--- config.mk ---
export PLATFORM = sky130hd
export DESIGN_NAME = pld_top
export DESIGN_NICKNAME = d
export VERILOG_FILES = /design/src/pld_pkg.sv /design/src/pld_cal_div.sv /design/src/pld_top.sv
export SDC_FILE = /design/constraint.sdc
export NUM_CORES = 1
export LEC_CHECK = 0
export BUFFER_PORTS_ARGS = -buffer_cell sky130_fd_sc_hd__buf_2
export CAP_MARGIN = 20
export CORE_ASPECT_RATIO = 1.4
export CORE_MARGIN = 5
export CORE_UTILIZATION = 40
export DETAILED_ROUTE_END_ITERATION = 7
export HOLD_SLACK_MARGIN = 0.05
export PLACE_DENSITY = 0.58
export SLEW_MARGIN = 20
export SYNTH_ARGS = -nofsm -noshare
export SYNTH_HDL_FRONTEND = slang
export SYNTH_SLANG_ARGS = --single-unit
--- constraint.sdc ---
create_clock -name aclk -period 2.46 [get_ports aclk]
set_input_delay 0.492 -clock aclk [delete_from_list [all_inputs] [get_ports aclk]]
set_output_delay 0.492 -clock aclk [all_outputs]
set_load 0.01 [all_outputs]
--- src/pld_pkg.sv ---
// shared constants and types for the pll lock detector and vco calibration block
package pld_pkg;

  // ----------------------------------------------------------------
  // clock and bus
  // ----------------------------------------------------------------
  localparam int unsigned CLK_HZ  = 10_000_000;
  localparam int unsigned AXI_AW  = 8;
  localparam int unsigned AXI_DW  = 32;
  localparam int unsigned REG_W   = 8;

  localparam logic [1:0] RESP_OKAY   = 2'h0;
  localparam logic [1:0] RESP_SLVERR = 2'h2;

  // ----------------------------------------------------------------
  // register map: printed offsets are word indices
  // ----------------------------------------------------------------
  localparam int unsigned IDX_LDCAL  = 'h018;
  localparam int unsigned IDX_CNTRST = 'h019;
  localparam logic [AXI_AW-1:0] ADDR_LDCAL    = AXI_AW'(IDX_LDCAL * 4);
  localparam logic [AXI_AW-1:0] ADDR_CNTRST   = AXI_AW'(IDX_CNTRST * 4);
  localparam logic [AXI_AW-1:0] ADDR_UPDATE   = 8'h80;
  localparam logic [AXI_AW-1:0] ADDR_STATUS   = 8'h84;
  localparam logic [AXI_AW-1:0] ADDR_IRQ_ST   = 8'h88;
  localparam logic [AXI_AW-1:0] ADDR_IRQ_MASK = 8'h8c;

  // ----------------------------------------------------------------
  // control register fields
  // ----------------------------------------------------------------
  localparam int unsigned BIT_CAL_START = 0;
  localparam int unsigned DIV_LSB       = 1;
  localparam int unsigned DIV_MSB       = 2;
  localparam int unsigned BIT_LD_DIS    = 3;
  localparam int unsigned BIT_WIN_LO    = 4;
  localparam int unsigned LDCNT_LSB     = 5;
  localparam int unsigned LDCNT_MSB     = 6;
  localparam int unsigned BIT_UPDATE    = 0;

  localparam logic [REG_W-1:0] LDCAL_RESET  = 8'h06;
  localparam logic [REG_W-1:0] CNTRST_RESET = 8'h00;

  // status and interrupt bits
  localparam int unsigned ST_LOCK   = 0;
  localparam int unsigned ST_BUSY   = 1;
  localparam int unsigned ST_VALID  = 2;
  localparam int unsigned IRQ_W     = 3;
  localparam int unsigned IRQ_LOCK  = 0;
  localparam int unsigned IRQ_LOST  = 1;
  localparam int unsigned IRQ_CAL   = 2;

  // ----------------------------------------------------------------
  // lock detector and calibration
  // ----------------------------------------------------------------
  localparam int unsigned DIFF_W   = 8;
  localparam logic [DIFF_W-1:0] DIFF_MAX = 8'hff;
  localparam logic [1:0] DIV_CODE_16 = 2'h3;

  function automatic logic [7:0] lock_target(input logic [1:0] code);
    unique case (code)
      2'h0: lock_target = 8'h05;
      2'h1: lock_target = 8'h10;
      2'h2: lock_target = 8'h40;
      2'h3: lock_target = 8'hff;
    endcase
  endfunction

  // ratio 2, 4, 8, 16 for codes 0..3
  function automatic logic [4:0] cal_ratio(input logic [1:0] code);
    cal_ratio = 5'(5'h2 << code);
  endfunction

  typedef enum logic {MEAS_IDLE, MEAS_WAIT} pld_meas_t;
  typedef enum logic {CAL_IDLE, CAL_RUN} pld_cal_t;

endpackage

--- src/pld_cal_div.sv ---
// vco calibration clock divider and calibration sequencer
module pld_cal_div #(
  parameter int unsigned CAL_STEPS = 32
) (
  input  wire logic       aclk,
  input  wire logic       aresetn,
  input  wire logic       ref_tick,
  input  wire logic [1:0] ratio_code,
  input  wire logic       start_bit,
  output logic            cal_clk_en,
  output logic            cal_busy,
  output logic            cal_valid,
  output logic            cal_done
);
  import pld_pkg::*;

  // ----------------------------------------------------------------
  // divider
  // ----------------------------------------------------------------
  logic [4:0]  div_cnt;
  logic [15:0] step_cnt;
  logic        start_q;
  pld_cal_t    state;

  wire logic [4:0] ratio_m1   = cal_ratio(ratio_code) - 5'h1;
  wire logic       div_wrap   = ref_tick && (div_cnt >= ratio_m1);
  wire logic       start_rise = start_bit && !start_q;
  wire logic       last_step  = cal_clk_en && (step_cnt == 16'(CAL_STEPS - 1));

  // the divider restarts with each calibration so its length is exact
  always_ff @(posedge aclk) begin
    if (!aresetn || start_rise) begin
      div_cnt    <= '0;
      cal_clk_en <= 1'b0;
    end else begin
      cal_clk_en <= div_wrap;
      if (ref_tick) begin
        div_cnt <= div_wrap ? 5'h0 : div_cnt + 5'h1;
      end
    end
  end

  // ----------------------------------------------------------------
  // sequencer: steps at the derived clock, so divide-by-16 is longest
  // ----------------------------------------------------------------
  always_ff @(posedge aclk) begin
    if (!aresetn) begin
      start_q   <= 1'b0;
      state     <= CAL_IDLE;
      step_cnt  <= '0;
      cal_busy  <= 1'b0;
      cal_valid <= 1'b0;
      cal_done  <= 1'b0;
    end else begin
      start_q  <= start_bit;
      cal_done <= 1'b0;
      if (!start_bit) begin
        state     <= CAL_IDLE;
        cal_busy  <= 1'b0;
        cal_valid <= 1'b0;
      end else if (start_rise) begin
        state     <= CAL_RUN;
        step_cnt  <= '0;
        cal_busy  <= 1'b1;
        cal_valid <= 1'b0;
      end else begin
        unique case (state)
          CAL_IDLE: begin
          end
          CAL_RUN: begin
            if (cal_clk_en) begin
              step_cnt <= step_cnt + 16'h1;
            end
            if (last_step) begin
              state     <= CAL_IDLE;
              cal_busy  <= 1'b0;
              cal_valid <= 1'b1;
              cal_done  <= 1'b1;
            end
          end
        endcase
      end
    end
  end
endmodule

--- src/pld_top.sv ---
// pll lock detector, vco calibration control and axi4-lite register file
//
// Contract
// - lock flag sets when edge gap under window
// - lock holds until gap exceeds loss threshold
// - bit 4 picks window range, 0 high
// - bit 3 set disables lock detection
// - calibration clock is reference divided down
// - divider codes give 2, 4, 8, 16
// - divide by 16 gives longest calibration
// - calibration starts only on active 0-to-1
// - clearing start bit discards calibration result
// - lock needs 5, 16, 64, 255 good cycles
//
// Added by the designer: register access over AXI4-Lite.
module pld_top #(
  parameter int unsigned WIN_HI_CYC  = 3,
  parameter int unsigned WIN_LO_CYC  = 1,
  parameter int unsigned LOSS_HI_CYC = 6,
  parameter int unsigned LOSS_LO_CYC = 2,
  parameter int unsigned CAL_STEPS   = 32
) (
  input  wire logic                          aclk,
  input  wire logic                          aresetn,
  input  wire logic [pld_pkg::AXI_AW-1:0]    awaddr,
  input  wire logic [2:0]                    awprot,
  input  wire logic                          awvalid,
  output logic                               awready,
  input  wire logic [pld_pkg::AXI_DW-1:0]    wdata,
  input  wire logic [3:0]                    wstrb,
  input  wire logic                          wvalid,
  output logic                               wready,
  output logic [1:0]                         bresp,
  output logic                               bvalid,
  input  wire logic                          bready,
  input  wire logic [pld_pkg::AXI_AW-1:0]    araddr,
  input  wire logic [2:0]                    arprot,
  input  wire logic                          arvalid,
  output logic                               arready,
  output logic [pld_pkg::AXI_DW-1:0]         rdata,
  output logic [1:0]                         rresp,
  output logic                               rvalid,
  input  wire logic                          rready,
  input  wire logic                          ref_edge,
  input  wire logic                          fb_edge,
  input  wire logic                          ref_tick,
  output logic                               lock_indicator,
  output logic                               cal_clk_en,
  output logic                               cal_busy,
  output logic                               cal_valid,
  output logic                               irq
);
  import pld_pkg::*;

  // ----------------------------------------------------------------
  // write channel capture
  // ----------------------------------------------------------------
  logic [AXI_AW-1:0] aw_addr;
  logic              aw_have;
  logic [7:0]        w_data;
  logic              w_lane0;
  logic              w_have;

  wire logic aw_take = awvalid && awready;
  wire logic w_take  = wvalid && wready;
  wire logic wr_go   = aw_have && w_have && !bvalid;

  always_ff @(posedge aclk) begin
    if (!aresetn) begin
      aw_have <= 1'b0;
      aw_addr <= '0;
      awready <= 1'b0;
    end else begin
      awready <= !aw_have && !aw_take && !bvalid;
      if (aw_take) begin
        aw_have <= 1'b1;
        aw_addr <= awaddr;
      end else if (wr_go) begin
        aw_have <= 1'b0;
      end
    end
  end

  always_ff @(posedge aclk) begin
    if (!aresetn) begin
      w_have  <= 1'b0;
      w_data  <= '0;
      w_lane0 <= 1'b0;
      wready  <= 1'b0;
    end else begin
      wready <= !w_have && !w_take && !bvalid;
      if (w_take) begin
        w_have  <= 1'b1;
        w_data  <= wdata[7:0];
        w_lane0 <= wstrb[0];
      end else if (wr_go) begin
        w_have <= 1'b0;
      end
    end
  end

  // ----------------------------------------------------------------
  // decode
  // ----------------------------------------------------------------
  wire logic wr_ldcal  = wr_go && w_lane0 && aw_addr == ADDR_LDCAL;
  wire logic wr_cntrst = wr_go && w_lane0 && aw_addr == ADDR_CNTRST;
  wire logic wr_update = wr_go && w_lane0 && aw_addr == ADDR_UPDATE && w_data[BIT_UPDATE];
  wire logic wr_mask   = wr_go && w_lane0 && aw_addr == ADDR_IRQ_MASK;
  wire logic wr_hit    = aw_addr == ADDR_LDCAL || aw_addr == ADDR_CNTRST
                      || aw_addr == ADDR_UPDATE || aw_addr == ADDR_IRQ_MASK;

  always_ff @(posedge aclk) begin
    if (!aresetn) begin
      bvalid <= 1'b0;
      bresp  <= RESP_OKAY;
    end else if (wr_go) begin
      bvalid <= 1'b1;
      bresp  <= wr_hit ? RESP_OKAY : RESP_SLVERR;
    end else if (bready) begin
      bvalid <= 1'b0;
    end
  end

  // ----------------------------------------------------------------
  // staging and active copies
  // ----------------------------------------------------------------
  logic [REG_W-1:0] stage_ldcal;
  logic [REG_W-1:0] stage_cntrst;
  logic [REG_W-1:0] act_ldcal;
  logic [REG_W-1:0] act_cntrst;
  logic [IRQ_W-1:0] irq_mask;

  // only the update command moves staged values into the logic
  always_ff @(posedge aclk) begin
    if (!aresetn) begin
      stage_ldcal  <= LDCAL_RESET;
      stage_cntrst <= CNTRST_RESET;
      act_ldcal    <= LDCAL_RESET;
      act_cntrst   <= CNTRST_RESET;
      irq_mask     <= '0;
    end else begin
      if (wr_ldcal)  stage_ldcal  <= w_data;
      if (wr_cntrst) stage_cntrst <= w_data;
      if (wr_mask)   irq_mask     <= w_data[IRQ_W-1:0];
      if (wr_update) begin
        act_ldcal  <= stage_ldcal;
        act_cntrst <= stage_cntrst;
      end
    end
  end

  wire logic       ld_disable = act_ldcal[BIT_LD_DIS];
  wire logic       win_low    = act_ldcal[BIT_WIN_LO];
  wire logic [1:0] ld_code    = act_ldcal[LDCNT_MSB:LDCNT_LSB];
  wire logic [1:0] div_code   = act_ldcal[DIV_MSB:DIV_LSB];
  wire logic       cal_start  = act_ldcal[BIT_CAL_START];

  // ----------------------------------------------------------------
  // edge gap measurement
  // ----------------------------------------------------------------
  pld_meas_t         meas_state;
  logic              first_ref;
  logic [DIFF_W-1:0] gap_cnt;
  logic              meas_valid;
  logic [DIFF_W-1:0] meas_diff;

  wire logic [DIFF_W-1:0] win_cyc  = win_low ? DIFF_W'(WIN_LO_CYC) : DIFF_W'(WIN_HI_CYC);
  wire logic [DIFF_W-1:0] loss_cyc = win_low ? DIFF_W'(LOSS_LO_CYC) : DIFF_W'(LOSS_HI_CYC);
  wire logic other_edge = first_ref ? fb_edge : ref_edge;
  wire logic same_edge  = first_ref ? ref_edge : fb_edge;
  // a missing partner edge is scored as a maximal gap, never waited on forever
  wire logic gap_over   = gap_cnt > loss_cyc;

  always_ff @(posedge aclk) begin
    if (!aresetn) begin
      meas_state <= MEAS_IDLE;
      first_ref  <= 1'b0;
      gap_cnt    <= '0;
      meas_valid <= 1'b0;
      meas_diff  <= '0;
    end else begin
      meas_valid <= 1'b0;
      unique case (meas_state)
        MEAS_IDLE: begin
          if (ref_edge && fb_edge) begin
            meas_valid <= 1'b1;
            meas_diff  <= '0;
          end else if (ref_edge || fb_edge) begin
            meas_state <= MEAS_WAIT;
            first_ref  <= ref_edge;
            gap_cnt    <= DIFF_W'(1);
          end
        end
        MEAS_WAIT: begin
          if (other_edge) begin
            meas_state <= MEAS_IDLE;
            meas_valid <= 1'b1;
            meas_diff  <= gap_cnt;
          end else if (same_edge || gap_over) begin
            meas_state <= MEAS_IDLE;
            meas_valid <= 1'b1;
            meas_diff  <= DIFF_MAX;
          end else begin
            gap_cnt <= gap_cnt + DIFF_W'(1);
          end
        end
      endcase
    end
  end

  // ----------------------------------------------------------------
  // lock decision
  // ----------------------------------------------------------------
  logic [7:0] good_cnt;

  wire logic       in_win     = meas_valid && meas_diff < win_cyc;
  wire logic       beyond     = meas_valid && meas_diff > loss_cyc;
  wire logic [7:0] target_m1  = lock_target(ld_code) - 8'h1;
  wire logic       reach_lock = in_win && good_cnt == target_m1;

  always_ff @(posedge aclk) begin
    if (!aresetn) begin
      lock_indicator <= 1'b0;
      good_cnt       <= '0;
    end else if (ld_disable) begin
      lock_indicator <= 1'b0;
      good_cnt       <= '0;
    end else if (lock_indicator) begin
      if (beyond) begin
        lock_indicator <= 1'b0;
        good_cnt       <= '0;
      end
    end else if (meas_valid) begin
      if (reach_lock) begin
        lock_indicator <= 1'b1;
        good_cnt       <= '0;
      end else begin
        good_cnt <= in_win ? good_cnt + 8'h1 : 8'h0;
      end
    end
  end

  // ----------------------------------------------------------------
  // calibration
  // ----------------------------------------------------------------
  logic cal_done;

  pld_cal_div #(
    .CAL_STEPS (CAL_STEPS)
  ) pld_cal_div_i (
    .aclk       (aclk),
    .aresetn    (aresetn),
    .ref_tick   (ref_tick),
    .ratio_code (div_code),
    .start_bit  (cal_start),
    .cal_clk_en (cal_clk_en),
    .cal_busy   (cal_busy),
    .cal_valid  (cal_valid),
    .cal_done   (cal_done)
  );

  // ----------------------------------------------------------------
  // interrupts and read channel
  // ----------------------------------------------------------------
  logic [IRQ_W-1:0] irq_status;
  logic             lock_q;

  wire logic rd_take = arvalid && arready;
  wire logic [IRQ_W-1:0] irq_set = {cal_done, lock_q && !lock_indicator, lock_indicator && !lock_q};
  wire logic [IRQ_W-1:0] irq_clr = (rd_take && araddr == ADDR_IRQ_ST) ? '1 : '0;
  // a new event wins over the clearing read in the same cycle
  wire logic [IRQ_W-1:0] next_irq_status = (irq_status & ~irq_clr) | irq_set;
  // a mask write reaches irq in the same edge as the mask itself
  wire logic [IRQ_W-1:0] next_irq_mask   = wr_mask ? w_data[IRQ_W-1:0] : irq_mask;
  wire logic [REG_W-1:0] status_word = REG_W'({cal_valid, cal_busy, lock_indicator});

  wire logic rd_hit = araddr == ADDR_LDCAL || araddr == ADDR_CNTRST || araddr == ADDR_UPDATE
                   || araddr == ADDR_STATUS || araddr == ADDR_IRQ_ST || araddr == ADDR_IRQ_MASK;
  wire logic [REG_W-1:0] rd_word =
      araddr == ADDR_LDCAL    ? stage_ldcal :
      araddr == ADDR_CNTRST   ? stage_cntrst :
      araddr == ADDR_STATUS   ? status_word :
      araddr == ADDR_IRQ_ST   ? REG_W'(irq_status) :
      araddr == ADDR_IRQ_MASK ? REG_W'(irq_mask) : '0;

  always_ff @(posedge aclk) begin
    if (!aresetn) begin
      irq_status <= '0;
      lock_q     <= 1'b0;
      irq        <= 1'b0;
    end else begin
      irq_status <= next_irq_status;
      lock_q     <= lock_indicator;
      irq        <= |(next_irq_status & next_irq_mask);
    end
  end

  always_ff @(posedge aclk) begin
    if (!aresetn) begin
      arready <= 1'b0;
      rvalid  <= 1'b0;
      rdata   <= '0;
      rresp   <= RESP_OKAY;
    end else begin
      arready <= !rvalid && !rd_take;
      if (rd_take) begin
        rvalid <= 1'b1;
        rdata  <= AXI_DW'(rd_word);
        rresp  <= rd_hit ? RESP_OKAY : RESP_SLVERR;
      end else if (rready) begin
        rvalid <= 1'b0;
      end
    end
  end
endmodule

* Word-level counts from Yosys, hierarchy flattened
Cells that the tools add are included.
** Storage, ports and cells
- Bits in registers :: 122
- Input bits :: 68
- Output and inout port bits :: 46
- Logic and storage cells :: 205
** Operators by class
- Add/subtract/negate cells :: 6
- $lt $le $gt $ge :: 4
- Equality and inequality tests :: 22
- Shift operators :: 1
- Mux-type cells :: 59
- Bitwise operators :: 9
- Reduce and logical (&&, ||, !) cells :: 69
** Operator list (number)
- 8-bit two-way mux :: 14
- 8-bit == test, second input constant :: 6
- 16-bit two-way mux :: 3
- 8-bit by 7-bit == test with 1-bit output, second input constant :: 4
- 8-bit case mux with 2 select lines :: 2
- 8-bit case mux with 4 select lines :: 1
- 1-bit two-way mux :: 27
- 1-bit logical AND :: 26
- 3-bit two-way mux :: 6
- 16-bit by 1-bit adder with 16-bit output, second input constant :: 1
- 8-bit by 1-bit adder with 8-bit output, second input constant :: 2
- 16-bit by 5-bit == test with 1-bit output, second input constant :: 1
- 8-bit by 3-bit greater-than comparator with 1-bit output :: 2
- 2-bit nonzero test :: 8
- 1-bit logical NOT :: 11
- 1-bit logical OR :: 11
- 2-bit inequality test, second input constant :: 5
- 2-bit AND reduction :: 5
- 8-bit == test :: 1
- 8-bit by 2-bit less-than comparator with 1-bit output :: 1
- 8-bit by 1-bit subtractor with 8-bit output, second input constant :: 1
- 3-bit bitwise AND :: 2
- 2-bit two-way mux :: 3
- 3-bit AND reduction :: 2
- 18 further kinds :: 25

* Logic depth before layout (Yosys ltp)
- Word-level depth :: 8
- Depth in mapped cells :: 8
- Gate-level depth less buffers :: 7

* Modules after synthesis
From an unflattened synthesis, not the netlist that was laid out.
** Second synthesis, totals
- Cells, all modules :: 632
- Area total of the unflattened synthesis :: 5650.4 µm²
** By module, submodules not included
- pld_top :: instances 1, cells each 475, area each 4259.1 µm², seq. area each 1861.8 µm²
- pld_cal_div :: instances 1, cells each 157, area each 1391.3 µm², seq. area each 540.5 µm²

* Least setup slack after synthesis
OpenSTA, ideal clock, no wires.
- Path type :: register to register
- Start point :: register gap_cnt[2]
- End point :: register gap_cnt[3]
- Library setup time :: 0.117 ns
- Arrival :: 1.586 ns
- Required time :: 2.343 ns
- Setup slack :: 0.757 ns
- Cell stages (with the launch flop) :: 7
- Buffers on the path :: 0
- Period minus slack after synthesis :: 1.703 ns
- Cells stage by stage :: dfxtp_1 ha_1 and2_1 o2111ai_1 nand2_1 a41oi_1 nor2_1
** On the way
- Longest elaborated chain between the ends :: 4
- Elaborated cells on any way between the ends :: 8
- Classes of those cells :: add/sub (1); order compare (1); eq/ne (1); mux (3); reduce/logical (2)
** RTL lines
- from (decl) :: line pld_top.sv:163 : logic [DIFF_W-1:0] gap_cnt;
- from (signal assigned) :: line pld_top.sv:204 : gap_cnt <= gap_cnt + DIFF_W'(1);
- 8-bit by 1-bit adder with 8-bit output / 8-bit by 3-bit greater-than comparator with 1-bit output (equally long branches) :: line pld_top.sv:204, pld_top.sv:172
- 8-bit two-way mux / 1-bit logical OR (equally long branches) :: line pld_top.sv:199 : end else if (same_edge || gap_over) begin
- 8-bit two-way mux / 2-bit inequality test (equally long branches)
- 8-bit case mux with 2 select lines / 4-bit AND reduction (equally long branches)
Several ways; a longest one is shown, not always the timed one. The select of a mux whose other input is x is not followed.
A chain may end at the register's enable or synchronous reset.

* Worst setup path after layout
- Start point :: register act_ldcal[4]
- End point :: register good_cnt[1]
** On the way
- Longest elaborated chain between the ends :: 7
- Elaborated cells on any way between the ends :: 13
- Classes of those cells :: order compare (2); eq/ne (1); mux (6); reduce/logical (4)
** RTL lines
- from (decl) :: line pld_top.sv:129 : logic [REG_W-1:0] act_ldcal;
- from (signal assigned) :: line pld_top.sv:146 : act_ldcal <= stage_ldcal;
- 2-bit two-way mux :: line pld_top.sv:167 : wire logic [DIFF_W-1:0] win_cyc = win_low ? DIFF_W'(WIN_LO_CYC) : DIFF_W'(WIN_HI_CYC);
- 8-bit by 2-bit less-than comparator with 1-bit output :: line pld_top.sv:216 : wire logic in_win = meas_valid && meas_diff < win_cyc;
- 1-bit logical AND :: line pld_top.sv:216
- 8-bit two-way mux / 1-bit logical AND (equally long branches) :: line pld_top.sv:238, pld_top.sv:219
- 8-bit two-way mux :: line pld_top.sv:234 : if (reach_lock) begin
- 8-bit two-way mux :: line pld_top.sv:233 : end else if (meas_valid) begin
- 8-bit two-way mux :: line pld_top.sv:228 : end else if (lock_indicator) begin
- to (signal assigned) :: line pld_top.sv:238 : good_cnt <= in_win ? good_cnt + 8'h1 : 8'h0;
- to (decl) :: line pld_top.sv:214 : logic [7:0] good_cnt;
Several ways; a longest one is shown, not always the timed one. The select of a mux whose other input is x is not followed.

==> impl_metrics.json <==
{
  "drc_errors": 0,
  "cap_violations": 0,
  "grt_pass1_wl_um": 20100,
  "outcome": "completed",
  "fin_crit_ps": 1970,
  "top_usage_layer": "met2",
  "avgSynthCellArea_um2": 8.75,
  "final-hold-violation-count": 0,
  "dieHeight_um": 149,
  "antenna-diode-count": 0,
  "n_fill_cell": 1287,
  "fp.dieW_um": 109,
  "clockBufferDepth": 2,
  "synthArstFlopShare": 0,
  "intPower_uw": 3640,
  "core_area_um2": 13500,
  "synthDistinctLibCells": 58,
  "synth_area_um2": 5520,
  "grt_max_degree": 53,
  "cts_buffers": 17,
  "synth-seq-cells": 120,
  "final_cell_mix": "120 x dfxtp_1, 81 x nand2_1, 61 x nor2_1, 55 x a21oi_1, 54 x buf_2",
  "crit_path_start_kind": "flip-flop",
  "comb_power_share": 0.058,
  "finalSetupViolations": 0,
  "hold_path.class": "primary input to flip-flop",
  "tns_ps": 0,
  "final_common_cell": "dfxtp_1",
  "syn_inst": 631,
  "hold_buffers": 0,
  "fin_nets": 768,
  "synth_edf_count": 0,
  "cts_resized": 0,
  "synth_area_leaders": "dfxtp_1 44%, mux2i_1 6.0%, nand2_1 5.5%",
  "switching_share": 0.218,
  "worstMarginPinSlew_ps": 513,
  "synth_top_area_share": 0.435,
  "grt-ovfl-total": 0,
  "drt-vias-per-instance": 4.91,
  "use_met2": 0.263,
  "cts_tree": "done",
  "antenna_found_initial": 0,
  "vias": 4285,
  "place_congestion": 0.863,
  "p_sw_uw": 1010,
  "drt-pass1-iter-count": 4,
  "drive_gt1_frac": 0.158,
  "cp.required_ps": 2730,
  "r2r_slack_ps": 490,
  "rsz0062_at_grt": "no",
  "yosys_warnings": 0,
  "totalPowerFinal_uw": 4650,
  "initial_core_util": 0.411,
  "io_buffer_count": 54,
  "globalRouteTotalUtil": 0.154,
  "register_area_um2": 2400,
  "routedWlPerCell_um": 13.5,
  "area_growth_pct": 16.3,
  "pre_cts_slack_ps": 442,
  "maxSlewHeadroom": 0.648,
  "fin_cells": 872,
  "clock_latency_ps": 410,
  "p_leak_uw": 0.00268,
  "post-cts-setup-buffers": 0,
  "final.setup_skew_ps": 8.39,
  "drt-initial-drc-count": 140,
  "fin_hold_ws_ps": 324,
  "crit_type": "flip-flop to flip-flop",
  "use_met3": 0.0368,
  "ios": 114,
  "ir_drop_uv": 430,
  "place_inst": 845,
  "die_area_um2": 16300,
  "use_met1": 0.184,
  "max_freq_ghz": 0.508,
  "cts_root_buf": "clkbuf_16",
  "dp_hpwl_um": 8680,
  "p_per_area_nw_per_um2": 724,
  "clockPowerShare": 0.503,
  "first_global_vias": 4274,
  "worstPathArrival_ps": 2240,
  "endpoint_kind": "flip-flop",
  "pwr-share-seq": 0.439,
  "fin_ws_ps": 490,
  "htree_levels": 4,
  "cts_sinks": 120,
  "rows": 50,
  "final-max-slew-violation-count": 0,
  "fin_crit_sh": 0.801,
  "multiInputGateArea_um2": 2840,
  "cts.clk_slew.worst_paths_ps": 50,
  "routed_wirelength_um": 11800,
  "ys.flop_type": "dfxtp_1",
  "antenna_left": 0,
  "yosysTopAreaCell": "dfxtp_1",
  "critPathMaxFanout": 8,
  "ys_seq_area_frac": 0.435
}
-- path summary, 6_finish.rpt --
kind	startpoint	to	cells past startpoint
worst max-delay path	act_ldcal[4]$_SDFFE_PN0P_	good_cnt[1]$_SDFFE_PP0P_	6
worst min-delay path	awaddr[5]	aw_addr[5]$_SDFFE_PN0P_	3
worst max register to register	act_ldcal[4]$_SDFFE_PN0P_	good_cnt[1]$_SDFFE_PP0P_	6
worst min register to register	rdata[5]$_SDFFE_PN0P_	rdata[5]$_SDFFE_PN0P_	2
-- Yosys cell counts, drive strengths merged (5+ instances only) --
cell type,count
o21ai,23
nand4,12
mux2,5
and2,15
a21oi,55
buf,32
and3,8
xnor2,14
inv,21
nor2,62
a31oi,7
ha,18
dfxtp,120
clkbuf,19
nand2b,5
or3,7
a21o,5
xor2,14
nor3,14
nand3,16
nand2,81
nor3b,6
mux2i,33
-- metrics by stage --
stage | cell area [µm²] | util
2_1_floorplan | 5620 | -
3_3_place_gp | 5860 | 0.436
3_5_place_dp | 5860 | 0.436
4_1_cts | 6420 | 0.477
5_1_grt | 6420 | 0.477
6_report | 6420 | 0.477
-- metal layers --
| layer | up-vias | share of wire |
|---|---|---|
| li1 | 2216 | - |
| met1 | 1987 | 0.44 |
| met2 | 69 | 0.50 |
| met3 | 13 | 0.038 |
| met4 | 0 | 0.015 |
| met5 | - | 0 |
-- registers in the layout (all words and copies together) (netlist names), 3 cells and up --
register                flops
rdata                       8
irq_status                  3
aw_addr                     8
gap_cnt                     8
pld_cal_div_i.div_cnt       5
stage_ldcal                 8
good_cnt                    8
pld_cal_div_i.step_cnt     16
stage_cntrst                8
meas_diff                   8
irq_mask                    3
w_data                      8
act_ldcal                   7
-- worst max-delay path, cell delays in order, from the launching register on --
cell       delay, ps
dfxtp_1          410
ha_1             270
and3b_1          210
o2111ai_2        370
nand2_1          180
nand2b_1         280
a21oi_1          110
-- power by group through the flow --
stage	clock (µW)	sequential, µW	combinational [µW]
after floorplan	0	2070	216
after global placement	0	2080	265
after detailed placement	0	2080	271
after CTS	2390	2040	271
after global routing	2480	2050	307
final	2340	2040	268
-- kinds of logic (layout without fill, tap and decap cells) --
family / after synthesis / after routing / share of synthesized area
other: 2 / 27 / 0.00136
XOR/XNOR: 28 / 28 / 0.0458
flip-flops: 120 / 120 / 0.435
AO/OA/AOI/OAI: 110 / 110 / 0.121
multiplexers: 38 / 38 / 0.0700
buffers and inverters: 72 / 106 / 0.0680
adder cells (fa/ha/maj): 18 / 18 / 0.0408
AND/OR/NAND/NOR: 243 / 243 / 0.218
-- area by class of cell --
type                            count  area share
Sequential cell                   120       0.374
Tap cell                          182      0.0355
Clock buffer                       24      0.0813
Inverter                           21      0.0123
Multi-Input combinational cell    464       0.442
Clock inverter                      3     0.00624
Timing Repair Buffer               58      0.0487
Note: power is estimated with default switching activity, not from simulation.
